### src/common/pieb_pkg.sv
// package: register map, field positions and reset values of the enable bank
package pieb_pkg;
    // register byte offsets on the axi4-lite bus
    localparam logic [5:0]  OFS_GROUP2    = 6'h00;
    localparam logic [5:0]  OFS_GROUP3    = 6'h04;
    localparam logic [5:0]  OFS_GROUP4    = 6'h08;
    localparam logic [5:0]  OFS_PEND      = 6'h0C;
    localparam logic [5:0]  OFS_SEEN      = 6'h10;
    localparam logic [5:0]  OFS_SEEN_CLR  = 6'h14;
    localparam logic [5:0]  OFS_SEEN_EN   = 6'h18;
    // writable masks of the three enable registers
    localparam logic [15:0] MASK_GROUP2   = 16'h601F;
    localparam logic [15:0] MASK_GROUP3   = 16'h7800;
    localparam logic [15:0] MASK_GROUP4   = 16'hC07E;
    // can-related bits per register
    localparam logic [15:0] CAN_GROUP2    = 16'h000C;
    localparam logic [15:0] CAN_GROUP4    = 16'h0040;
    // dac-related bits
    localparam logic [15:0] DAC_GROUP4    = 16'hC000;
    // reset value of every enable register
    localparam logic [15:0] ENABLE_RESET  = 16'h0000;
    // axi response codes
    localparam logic [1:0]  RESP_OKAY     = 2'h0;
    localparam logic [1:0]  RESP_SLVERR   = 2'h2;
    // number of request lines (3 x 16 bit slots)
    localparam int          NUM_REQ       = 48;
endpackage

### src/design/pieb_gate.sv
// per-line request gate with an assertion tying output to enable and flag
`timescale 1ns/1ps
module pieb_gate
    import pieb_pkg::*;
#(
    parameter int WIDTH = 48
) (
    input  wire logic             clk_i,
    input  wire logic             rstn_i,
    input  wire logic [WIDTH-1:0] flag_i,
    input  wire logic [WIDTH-1:0] enable_i,
    output logic      [WIDTH-1:0] req_o
);
    logic [WIDTH-1:0] next_req;   // masked request, next value
    logic [WIDTH-1:0] req;        // registered masked request

    // one and gate per line; flag itself is never touched
    genvar g;
    generate
        for (g = 0; g < WIDTH; g++) begin : gen_gate
            always_comb begin
                next_req[g] = flag_i[g] & enable_i[g];
            end
        end
    endgenerate

    // registered so the output comes from a flop
    always_ff @(posedge clk_i) begin
        if (!rstn_i) begin
            req <= '0;
        end else begin
            req <= next_req;
        end
    end

    assign req_o = req;

    chk_gate_follows: assert property (
        @(posedge clk_i) disable iff (!rstn_i)
        req_o == ($past(flag_i) & $past(enable_i)))
        else $error("masked request does not follow flag and enable");
endmodule

### src/design/pieb_top.sv
// top: axi4-lite enable bank gating peripheral requests
//
// Implementation choices: the AXI4-Lite interface to the registers and the placing of the registers.
`timescale 1ns/1ps
module pieb_top
    import pieb_pkg::*;
#(
    parameter bit HAS_CAN = 1'b1,   // device variant has the can module
    parameter bit HAS_DAC = 1'b1    // device variant has the audio dac
) (
    input  wire logic        clk_i,
    input  wire logic        rstn_i,
    // axi4-lite slave
    input  wire logic [5:0]  s_axi_awaddr_i,
    input  wire logic        s_axi_awvalid_i,
    output logic             s_axi_awready_o,
    input  wire logic [31:0] s_axi_wdata_i,
    input  wire logic [3:0]  s_axi_wstrb_i,
    input  wire logic        s_axi_wvalid_i,
    output logic             s_axi_wready_o,
    output logic [1:0]       s_axi_bresp_o,
    output logic             s_axi_bvalid_o,
    input  wire logic        s_axi_bready_i,
    input  wire logic [5:0]  s_axi_araddr_i,
    input  wire logic        s_axi_arvalid_i,
    output logic             s_axi_arready_o,
    output logic [31:0]      s_axi_rdata_o,
    output logic [1:0]       s_axi_rresp_o,
    output logic             s_axi_rvalid_o,
    input  wire logic        s_axi_rready_i,
    // peripheral request flags, same bit layout as the enables
    input  wire logic [15:0] flag_group2_i,
    input  wire logic [15:0] flag_group3_i,
    input  wire logic [15:0] flag_group4_i,
    // masked requests toward priority logic
    output logic      [15:0] req_group2_o,
    output logic      [15:0] req_group3_o,
    output logic      [15:0] req_group4_o,
    // summary interrupt
    output logic             irq_o
);
    // variant masks: absent modules lose their enable bits
    localparam logic [15:0] LIVE2 = MASK_GROUP2 &
        ~(HAS_CAN ? 16'h0000 : CAN_GROUP2);
    localparam logic [15:0] LIVE3 = MASK_GROUP3;
    localparam logic [15:0] LIVE4 = MASK_GROUP4 &
        ~(HAS_CAN ? 16'h0000 : CAN_GROUP4) &
        ~(HAS_DAC ? 16'h0000 : DAC_GROUP4);

    // enable registers
    logic [15:0] en2, en3, en4;                 // stored enables
    logic [15:0] next_en2, next_en3, next_en4;
    // sticky status of masked requests, plus its enable
    logic [2:0]  seen, next_seen;               // per group activity
    logic [2:0]  seen_en, next_seen_en;
    logic        irq, next_irq;
    // axi channel state
    logic        aw_hold, next_aw_hold;         // address taken
    logic        w_hold, next_w_hold;           // data taken
    logic [5:0]  aw_addr, next_aw_addr;
    logic [31:0] w_data, next_w_data;
    logic [3:0]  w_strb, next_w_strb;
    logic        bvalid, next_bvalid;
    logic [1:0]  bresp, next_bresp;
    logic        rvalid, next_rvalid;
    logic [31:0] rdata, next_rdata;
    logic [1:0]  rresp, next_rresp;
    // ready flags kept in flops so bus outputs leave a register
    logic        aw_rdy, next_aw_rdy;           // address slot free
    logic        w_rdy, next_w_rdy;             // data slot free
    logic        ar_rdy, next_ar_rdy;           // read slot free
    // gate outputs
    logic [NUM_REQ-1:0] req_all;

    logic aw_take, w_take, do_write, ar_take;

    // only one write in flight: hold each channel until the pair completes
    assign aw_take  = s_axi_awvalid_i && !aw_hold && !bvalid;
    assign w_take   = s_axi_wvalid_i && !w_hold && !bvalid;
    assign ar_take  = s_axi_arvalid_i && !rvalid;

    // write pair present, either order
    always_comb begin
        do_write = (aw_hold || aw_take) && (w_hold || w_take);
    end

    // strobe-aware merge of a 16 bit register from the low two lanes
    function automatic logic [15:0] merge16(
        input logic [15:0] old,
        input logic [31:0] data,
        input logic [3:0]  strb,
        input logic [15:0] live
    );
        logic [15:0] v;
        v = old;
        if (strb[0]) v[7:0]  = data[7:0];
        if (strb[1]) v[15:8] = data[15:8];
        return v & live;  // unimplemented bits never store
    endfunction

    // write path, register update and bus write answer
    always_comb begin
        logic [5:0]  a;
        logic [31:0] d;
        logic [3:0]  s;
        a = aw_take ? s_axi_awaddr_i : aw_addr;
        d = w_take  ? s_axi_wdata_i  : w_data;
        s = w_take  ? s_axi_wstrb_i  : w_strb;
        next_en2     = en2;
        next_en3     = en3;
        next_en4     = en4;
        next_seen_en = seen_en;
        next_aw_hold = aw_hold || aw_take;
        next_w_hold  = w_hold || w_take;
        next_aw_addr = aw_take ? s_axi_awaddr_i : aw_addr;
        next_w_data  = w_take ? s_axi_wdata_i : w_data;
        next_w_strb  = w_take ? s_axi_wstrb_i : w_strb;
        next_bvalid  = bvalid && !s_axi_bready_i;
        next_bresp   = bresp;
        next_seen    = seen | {|req_all[47:32], |req_all[31:16],
                               |req_all[15:0]};
        if (do_write) begin
            next_aw_hold = 1'b0;
            next_w_hold  = 1'b0;
            next_bvalid  = 1'b1;
            next_bresp   = RESP_OKAY;
            case (a & 6'h3C)
                OFS_GROUP2:   next_en2 = merge16(en2, d, s, LIVE2);
                OFS_GROUP3:   next_en3 = merge16(en3, d, s, LIVE3);
                OFS_GROUP4:   next_en4 = merge16(en4, d, s, LIVE4);
                OFS_SEEN_CLR: begin
                    // set wins: a new event this cycle stays recorded
                    if (s[0]) begin
                        next_seen = (seen & ~d[2:0]) |
                            {|req_all[47:32], |req_all[31:16],
                             |req_all[15:0]};
                    end
                end
                OFS_SEEN_EN: begin
                    if (s[0]) next_seen_en = d[2:0];
                end
                OFS_PEND, OFS_SEEN: begin
                    // read-only, write ignored
                end
                default: next_bresp = RESP_SLVERR;  // unmapped
            endcase
        end
        next_irq = |(next_seen & next_seen_en);
        // ready follows next hold state, so it equals the old comb term
        next_aw_rdy = !next_aw_hold && !next_bvalid;
        next_w_rdy  = !next_w_hold && !next_bvalid;
    end

    // read path: one cycle to rvalid, held until rready
    always_comb begin
        next_rvalid = rvalid && !s_axi_rready_i;
        next_rdata  = rdata;
        next_rresp  = rresp;
        if (ar_take) begin
            next_rvalid = 1'b1;
            next_rresp  = RESP_OKAY;
            case (s_axi_araddr_i & 6'h3C)
                OFS_GROUP2:  next_rdata = {16'h0000, en2};
                OFS_GROUP3:  next_rdata = {16'h0000, en3};
                OFS_GROUP4:  next_rdata = {16'h0000, en4};
                OFS_PEND:    next_rdata = {29'h0000000,
                    |flag_group4_i, |flag_group3_i, |flag_group2_i};
                OFS_SEEN:    next_rdata = {29'h0000000, seen};
                OFS_SEEN_EN: next_rdata = {29'h0000000, seen_en};
                OFS_SEEN_CLR: next_rdata = 32'h00000000; // write-only
                default: begin
                    next_rdata = 32'h00000000;
                    next_rresp = RESP_SLVERR;
                end
            endcase
        end
        next_ar_rdy = !next_rvalid;  // free again once the answer is taken
    end

    // state registers; enables clear at reset so all requests start off
    always_ff @(posedge clk_i) begin
        if (!rstn_i) begin
            en2     <= ENABLE_RESET;
            en3     <= ENABLE_RESET;
            en4     <= ENABLE_RESET;
            seen    <= 3'h0;
            seen_en <= 3'h0;
            irq     <= 1'b0;
            aw_hold <= 1'b0;
            w_hold  <= 1'b0;
            aw_addr <= 6'h00;
            w_data  <= 32'h00000000;
            w_strb  <= 4'h0;
            bvalid  <= 1'b0;
            bresp   <= RESP_OKAY;
            rvalid  <= 1'b0;
            rdata   <= 32'h00000000;
            rresp   <= RESP_OKAY;
            aw_rdy  <= 1'b1;
            w_rdy   <= 1'b1;
            ar_rdy  <= 1'b1;
        end else begin
            en2     <= next_en2;
            en3     <= next_en3;
            en4     <= next_en4;
            seen    <= next_seen;
            seen_en <= next_seen_en;
            irq     <= next_irq;
            aw_hold <= next_aw_hold;
            w_hold  <= next_w_hold;
            aw_addr <= next_aw_addr;
            w_data  <= next_w_data;
            w_strb  <= next_w_strb;
            bvalid  <= next_bvalid;
            bresp   <= next_bresp;
            rvalid  <= next_rvalid;
            rdata   <= next_rdata;
            rresp   <= next_rresp;
            aw_rdy  <= next_aw_rdy;
            w_rdy   <= next_w_rdy;
            ar_rdy  <= next_ar_rdy;
        end
    end

    // bit positions follow the register layout one to one:
    // group2 14 dma4, 13 parallel, 4 dma3, 3 can ev, 2 can rx, 1/0 serial2
    // group3 14 calendar, 13 dma5, 12 codec ev, 11 codec err
    // group4 15/14 dac, 6 can tx, 5 dma7, 4 dma6, 3 crc, 2/1 uart err
    pieb_gate #(
        .WIDTH (NUM_REQ)
    ) u_gate (
        .clk_i    (clk_i),
        .rstn_i   (rstn_i),
        .flag_i   ({flag_group4_i, flag_group3_i, flag_group2_i}),
        .enable_i ({en4, en3, en2}),
        .req_o    (req_all)
    );

    assign req_group2_o    = req_all[15:0];
    assign req_group3_o    = req_all[31:16];
    assign req_group4_o    = req_all[47:32];
    assign irq_o           = irq;
    assign s_axi_awready_o = aw_rdy;
    assign s_axi_wready_o  = w_rdy;
    assign s_axi_bvalid_o  = bvalid;
    assign s_axi_bresp_o   = bresp;
    assign s_axi_arready_o = ar_rdy;
    assign s_axi_rvalid_o  = rvalid;
    assign s_axi_rdata_o   = rdata;
    assign s_axi_rresp_o   = rresp;

    chk_unimpl_zero: assert property (
        @(posedge clk_i) disable iff (!rstn_i)
        ((en3 & ~MASK_GROUP3) == 16'h0000) &&
        ((en2 & ~MASK_GROUP2) == 16'h0000) &&
        ((en4 & ~MASK_GROUP4) == 16'h0000))
        else $error("unimplemented enable bit set");
    chk_can_off: assert property (
        @(posedge clk_i) disable iff (!rstn_i)
        !HAS_CAN |-> ((req_group2_o & CAN_GROUP2) == 16'h0000 &&
                      (req_group4_o & CAN_GROUP4) == 16'h0000))
        else $error("can request passed on variant without can");
    chk_dac_off: assert property (
        @(posedge clk_i) disable iff (!rstn_i)
        !HAS_DAC |-> ((req_group4_o & DAC_GROUP4) == 16'h0000))
        else $error("dac request passed on variant without dac");
    chk_reset_clear: assert property (
        @(posedge clk_i)
        $past(!rstn_i) |-> (en2 == 16'h0000 && en3 == 16'h0000 &&
                            en4 == 16'h0000))
        else $error("enables not cleared by reset");
    chk_write_grp3: assert property (
        @(posedge clk_i) disable iff (!rstn_i)
        (do_write && (aw_take ? s_axi_awaddr_i : aw_addr) == OFS_GROUP3
         && (w_take ? s_axi_wstrb_i[1] : w_strb[1]))
        |=> en3[14:11] == $past(w_take ? s_axi_wdata_i[14:11]
                                        : w_data[14:11]))
        else $error("group3 enable write lost");
    chk_dma4_block: assert property (
        @(posedge clk_i) disable iff (!rstn_i)
        !en2[14] |=> !req_group2_o[14])
        else $error("dma4 request passed while disabled");
    chk_dac_pass: assert property (
        @(posedge clk_i) disable iff (!rstn_i)
        (en4[15] && flag_group4_i[15]) |=> req_group4_o[15])
        else $error("dac left request blocked while enabled");
    chk_irq_level: assert property (
        @(posedge clk_i) disable iff (!rstn_i)
        (|(seen & seen_en)) |-> irq_o)
        else $error("interrupt low with enabled status set");
    chk_read_back: assert property (
        @(posedge clk_i) disable iff (!rstn_i)
        (ar_take && s_axi_araddr_i == OFS_GROUP2)
        |=> s_axi_rvalid_o && s_axi_rdata_o == {16'h0000, $past(en2)})
        else $error("group2 read data wrong");
endmodule

### config.mk
export PLATFORM = sky130hd
export DESIGN_NAME = pieb_top
export DESIGN_NICKNAME = d
export VERILOG_FILES = /design/src/common/pieb_pkg.sv /design/src/design/pieb_gate.sv /design/src/design/pieb_top.sv
export SDC_FILE = /design/constraint.sdc
export NUM_CORES = 1
export LEC_CHECK = 0
export BUFFER_PORTS_ARGS = -buffer_cell sky130_fd_sc_hd__clkbuf_2
export CAP_MARGIN = 20
export CORE_ASPECT_RATIO = 0.75
export CORE_MARGIN = 4
export CORE_UTILIZATION = 25
export DETAILED_ROUTE_END_ITERATION = 16
export PLACE_DENSITY = 0.61
export SETUP_SLACK_MARGIN = 0.5
export SLEW_MARGIN = 20
export SYNTH_ARGS = -nofsm -noshare
export SYNTH_HDL_FRONTEND = slang
export SYNTH_HIERARCHICAL = 1
export SYNTH_SLANG_ARGS = --single-unit
### constraint.sdc
create_clock -name clk_i -period 2.3 [get_ports clk_i]
set_input_delay 0.345 -clock clk_i [delete_from_list [all_inputs] [get_ports clk_i]]
set_output_delay 0.345 -clock clk_i [all_outputs]
set_load 0.1 [all_outputs]
==> results of run 1 <==
==> flip-flops by register name (all words and copies together), names as in the netlist, 2 cells and up <==
register / count
en3: 4
aw_addr: 4
s_axi_rdata_o: 12
en2: 7
u_gate/req_o: 48
en4: 8
w_data: 12
seen: 3
seen_en: 3
w_strb: 2
==> stage by stage <==
step	instances	cell area, µm²	power [mW]	util [%]
after floorplan	487	4621	2.855	-
after detailed placement	840	5489	3.050	32.23
after global routing	892	6415	5.844	37.67
after CTS	884	6276	5.639	36.85
final	892	6415	5.619	37.67
after global placement	840	5489	3.047	32.23
==> worst reg2reg max path: stages (launching register included) <==
cell,delay (ns)
dfxtp_4,0.37
nor3b_4,0.23
buf_6,0.15
mux2i_4,0.07
or4b_4,0.57
o31a_1,0.28
o221ai_1,0.18
o221ai_1,0.13
==> synthesized netlist by cell type, types with 8 or more instances <==
library cell  count
a21boi_0         12
nand4_1          10
mux2i_1          13
nor2b_1          13
dfxtp_1         113
and3_1           41
buf_4            22
nor4_1           25
nand2_1          20
and2_1           10
nor2_1           15
and3_2            8
o211a_1          11
mux2_2           10
o21ai_0          13
nor3b_1           8
clkbuf_1         15
==> kinds of logic (layout without fill, tap and decap cells) <==
kind of cell	Yosys count	count (layout)	synth area share, %
muxes	23	23	5.516
buffers and inverters	51	219	6.994
DFF	113	113	51.41
AOI/OAI and AO/OA	64	64	10.75
and+or+nand+nor	185	186	25.25
other	1	51	0.08522
==> power by group <==
group          internal (mW)  switching, mW  total [mW]  leakage (nW)
logic                  0.277          0.738        1.02          1.89
clock network           1.69          0.830        2.52         0.286
registers               2.04         0.0464        2.09         0.923
total                   4.00           1.61        5.62          3.10
==> layer usage <==
metal / vias to the layer above / part of all wire [%] / routed length, µm / GRT usage, %
li1: 1946 / - / - / -
met1: 1733 / 46 / 6214 / 17.17
met2: 116 / 44 / 5951 / 20.73
met3: 16 / 8.4 / 1125 / 6.298
met4: 4 / 1.1 / 144 / 3.676
met5: - / 0.10 / 14 / 0
==> path summary, 6_finish.rpt <==
kind | start | to | slack, ns | cells past startpoint
setup / recovery | s_axi_bvalid_o | irq_o | 0.20 | 7
hold / removal | flag_group4_i[5] | u_gate/req_o[37] | 0.20 | 2
setup reg to reg | s_axi_bvalid_o | irq_o | 0.20 | 7
hold reg to reg | s_axi_rdata_o[6] | s_axi_rdata_o[6] | 0.47 | 2
==> repair_timing <==
action	CTS	global route
pin swaps	13	13
endpoints found under the setup margin	26	26
hold buffers	0	0
resized for setup	30	18
endpoints found under the hold margin	0	0
cloned	1	0
setup buffers	13	8
==> cell type report <==
cell class | count | area (µm²) | share of cell area, %
sequential | 113 | 2267 | 35.34
multi-input combinational | 324 | 2170 | 33.82
timing repair buffer | 183 | 1089 | 16.97
clock buffer | 24 | 491.7 | 7.665
tap | 236 | 295.3 | 4.603
clock inverter | 6 | 80.08 | 1.248
inverter | 6 | 22.52 | 0.3511
==> impl_metrics.ini, run 1 <==
[status]
status = finished, final reports clean

[drt]
drt_iter0_drc = 268
final_antenna_net_count = 0
routed_via_density = 4.277
drtPass1Iterations = 5
routedWlPerCell_um = 15.08
drc_errors = 0
drt_wl_total_mm = 13.45
vias = 3815

[pwr]
vdd_drop_max_mv = 0.4094
p_per_area_nw_per_um2 = 876.0
leakage_nw = 3.095

[clock_tree]
cts.clk_slew.worst_paths_ns = 0.05
max-clock-path-buffers = 2
root_buffer = clkbuf_16
cts_sinks = 113
cts_made_buffers = 17
cts-htree-levels = 4
clk_latency_ns = 0.40
cts_tree = built

[flow_run]
maxCapViolCount = 0

[floorplanning]
ios = 193
core_area_um2 = 17030
dieArea_um2 = 19810
die_w_um = 161.2
row_count = 41
fp.dieH_um = 122.9
initial_core_util_pct = 25.84

[final_layout]
mostFrequentLayoutCells = clkbuf_2 (144), dfxtp_1 (111), conb_1 (51), and3_1 (41), buf_4 (26)
nFillCells = 1719
num_antenna_cells = 0
drive_gt1_share_pct = 38.87
area_growth_pct = 45.78
final_common_cell = clkbuf_2
final_nets = 748

[sta]
hold_viol_final = 0
fin_skew_ns = 0.006825
setup_violations = 0
whs_ns = 0.2014
relSlewSlack_pct = 57.17
slew_violations = 0
fin_crit_ns = 2.102
tightest_slew_ns = 0.6424
grt_setup_unrepaired = yes
clock.fmax_mhz = 475.6
tns_ns = 0
fin_ws_ns = 0.1976
finalCritPeriodShare_pct = 91.41

[worst_setup_path]
path_max_fanout = 7
slowest_delay_ns = 0.57
cp-start-kind = flip-flop
cp.required_ns = 2.57
critPathKind = flip-flop to flip-flop
cp-end-kind = flip-flop
critical_path_buf_inv_count = 1
crit_path_top_delay_cell = or4b_4
crit_top_cell = o221ai_1
crit_family = simple AND/OR/NAND/NOR gates
worstPathCellList = nor3b_4, buf_6, mux2i_4, or4b_4, o31a_1, o221ai_1, o221ai_1
crit_arrival_ns = 2.38

[global_routing]
grt_use_total_pct = 13.48
overflow = 0
grt_pass1_wl_mm = 20.23
first_global_vias = 3772
antenna_found_initial = 2
grt_max_degree = 40

[placement]
gp_congestion = 0.8160
dp_slack_ns = -0.007131
dpl.hpwl_mm = 10.24
io_buffers = 144

[hold_path]
hp-class = primary input to flip-flop

[logic_synthesis]
synthDistinctLibCells = 48
ys_ff_latch = 113
async_reset_ff_share_pct = 0
netlist_area_um2 = 4400
syn_inst = 437
yosysWarnings = 6
yosys_most_used_dff = dfxtp_1
yosysSeqAreaShare_pct = 51.41
yosysTopAreaCell = dfxtp_1
synth.avg_cell_area_um2 = 10.07
synth_edf_count = 0
yosys-top-cells-area = dfxtp_1 (51%), and3_1 (5.8%), buf_4 (3.8%), nor4_1 (3.6%), mux2i_1 (3.0%)
synth_top_area_share_pct = 51.41
(Power assumes the default switching activity.)
==> run 2, diff against run 1 <==
- ABC_AREA: not set -> 1
==> run 2 against run 1 <==
Compared with the run above: first-iteration DRC count increased by 41%; hold slack got worse by 0.031 ns; design area decreased by 2.6%; synthesized cell count increased by 35%; utilization decreased by 2.4 points; wire length increased by 2.5%; register-to-register slack improved by 0.42 ns; largest power group unchanged.
==> impl_metrics.ini, run 2 <==
[floorplanning]
dieArea_um2 = 20340
core_area_um2 = 17710
ios = 193
fp.dieH_um = 124.5
die_w_um = 163.3
row_count = 42
initial_core_util_pct = 25.55

[clock_tree]
max-clock-path-buffers = 2
cts_tree = built
root_buffer = clkbuf_16
cts_made_buffers = 17
cts-htree-levels = 4
cts_sinks = 113
clk_latency_ns = 0.40
holdBufCountCts = 0
cts.clk_slew.worst_paths_ns = 0.06

[placement]
dpl.hpwl_mm = 10.71
gp_congestion = 0.8465
io_buffers = 144
dp_slack_ns = 0.4187

[final_layout]
mostFrequentLayoutCells = clkbuf_2 (144), nand2_1 (132), dfxtp_1 (110), nor2_1 (102), conb_1 (51)
final_nets = 879
area_growth_pct = 38.08
final_common_cell = clkbuf_2
drive_gt1_share_pct = 28.41
largest_reg_flops = 48
num_antenna_cells = 0
nFillCells = 1874

[sta]
hold_viol_final = 0
grt_setup_unrepaired = yes
relSlewSlack_pct = 59.86
fin_ws_ns = 0.6217
fin_skew_ns = 0.007791
finalCritPeriodShare_pct = 72.97
setup_violations = 0
clock.fmax_mhz = 595.8
slew_violations = 0
tightest_slew_ns = 0.6013
tns_ns = 0
whs_ns = 0.1701
fin_crit_ns = 1.678

[worst_setup_path]
cp-end-kind = flip-flop
cp-start-kind = flip-flop
cp.required_ns = 2.63
crit_start = s_axi_bvalid_o
crit_top_cell = nand2_4
crit_arrival_ns = 2.01
path_max_fanout = 8
worstReg2RegStart = s_axi_bvalid_o
critPathKind = flip-flop to flip-flop
slowest_delay_ns = 0.36
worstPathCellList = nor2_4, nand2_4, nand2_4, nand2_4, nor2_4, and2_4, nand2_2, or2_1, a21oi_2
crit_path_top_delay_cell = dfxtp_4

[drt]
routedWlPerCell_um = 13.42
drt_wl_total_mm = 13.79
final_antenna_net_count = 0
drtPass1Iterations = 5
routed_via_density = 4.173
vias = 4286
drc_errors = 0
drt_iter0_drc = 377

[pwr]
switchingPower_mw = 1.721
p_per_area_nw_per_um2 = 914.6
netSwitchingFraction_pct = 30.12
total_power_mw = 5.714
leakage_nw = 3.036
combinationalPowerShare_pct = 18.0
internal_power_mw = 3.993
clockPowerShare_pct = 45.4
vdd_drop_max_mv = 0.4451
pwr-share-seq_pct = 36.6

[global_routing]
grt_max_degree = 35
grt_pass1_wl_mm = 21.06
grt_use_total_pct = 13.30
overflow = 0
first_global_vias = 3974
antenna_found_initial = 0

[logic_synthesis]
synth_edf_count = 0
synth_most_common_cell = nand2_1
synth.avg_cell_area_um2 = 7.694
yosysWarnings = 6
ys_ff_latch = 113
yosys_most_used_dff = dfxtp_1
async_reset_ff_share_pct = 0
netlist_area_um2 = 4524
synth_top_area_share_pct = 50.00
synth_common_cells = nand2_1 (133), dfxtp_1 (113), nor2_1 (105), inv_1 (43), a21oi_1 (34)
yosys-top-cells-area = dfxtp_1 (50%), nand2_1 (11%), nor2_1 (8.7%), buf_4 (3.8%), a21oi_1 (3.8%)
yosysSeqAreaShare_pct = 50.00
yosysTopAreaCell = dfxtp_1
synthDistinctLibCells = 35
syn_inst = 588

[hold_path]
worstHoldStart = flag_group2_i[3]
hp-class = primary input to flip-flop

[flow_run]
maxCapViolCount = 0

[status]
status = finished, final reports clean
## run 2: cell types whose count changed in the layout (fill, tap and decap cells not counted), sizes merged, moves of 15 or more
cell	delta
nand3	+18
buf	-27
nand2	+121
and3	-49
inv	+39
nor2	+95
a21oi	+32
o21ai	+15
## run 2: worst paths after layout
check                           slack [ns]               to  depth (start not counted)
worst max register to register        0.62          en4[15]                          9
worst min register to register        0.43  u_gate/req_o[3]                          2
worst max-delay path                  0.62          en4[15]                          9
worst min-delay path                  0.17  u_gate/req_o[3]                          3
## run 2: worst max-delay path, delay by kind of cell, from the launching register on
kind,cells,cell delay [ns]
AO/OA/AOI/OAI,1,0.11
flip-flops,1,0.36
AND/OR/NAND/NOR,8,1.13
## run 2: power by group through the flow
stage | logic, mW | clock network [mW] | registers [mW]
6_report | 1.03 | 2.59 | 2.09
3_5_place_dp | 0.981 | 0 | 2.13
3_3_place_gp | 0.979 | 0 | 2.13
5_1_grt | 1.11 | 2.76 | 2.10
4_1_cts | 0.987 | 2.65 | 2.09
2_1_floorplan | 0.497 | 0 | 2.42
## run 2: logic make-up (layout without fill, tap and decap cells)
kind of cell / count (synthesis) / count (layout) / synth area share (%)
and+or+nand+nor: 312 / 313 / 30.53
DFF: 113 / 113 / 50.00
buffers and inverters: 83 / 229 / 9.541
AOI/OAI and AO/OA: 74 / 74 / 8.739
muxes: 5 / 5 / 1.106
other: 1 / 51 / 0.08289
## run 2: stage by stage
step / area (µm²) / cells / utilization (%)
CTS: 6132 / 1022 / 34.63
detailed placement: 5550 / 994 / 31.34
finish: 6247 / 1027 / 35.28
global route: 6247 / 1027 / 35.28
global placement: 5550 / 994 / 31.34
floorplan: 4717 / 638 / -
## run 2: per-layer routing
| layer | vias to the layer above | GRT usage (%) | share of wire (%) |
|---|---|---|---|
| met3 | 17 | 4.730 | 10 |
| li1 | 2198 | - | - |
| met4 | 0 | 3.895 | 1.2 |
| met2 | 175 | 18.17 | 39 |
| met5 | - | 0 | 0 |
| met1 | 1896 | 19.48 | 50 |
## run 2: cell type report
type                    instances  area (µm²)  area share, %
well taps                     242       302.8          4.847
multi-input cells             443        2106          33.71
repair buffers                156       827.0          13.24
clock inverters                 8       115.1          1.843
clock buffers                  20       456.7          7.310
inverters                      45       171.4          2.744
flip-flops and latches        113        2268          36.31
## run 2: what timing repair did
action | in CTS | in global routing
buffers inserted | 0 | 4
resized for setup | 3 | 21
pin swaps | 0 | 8
endpoints found under the hold margin | 0 | 0
endpoints found under the setup margin | 16 | 19
gates cloned | 0 | 1
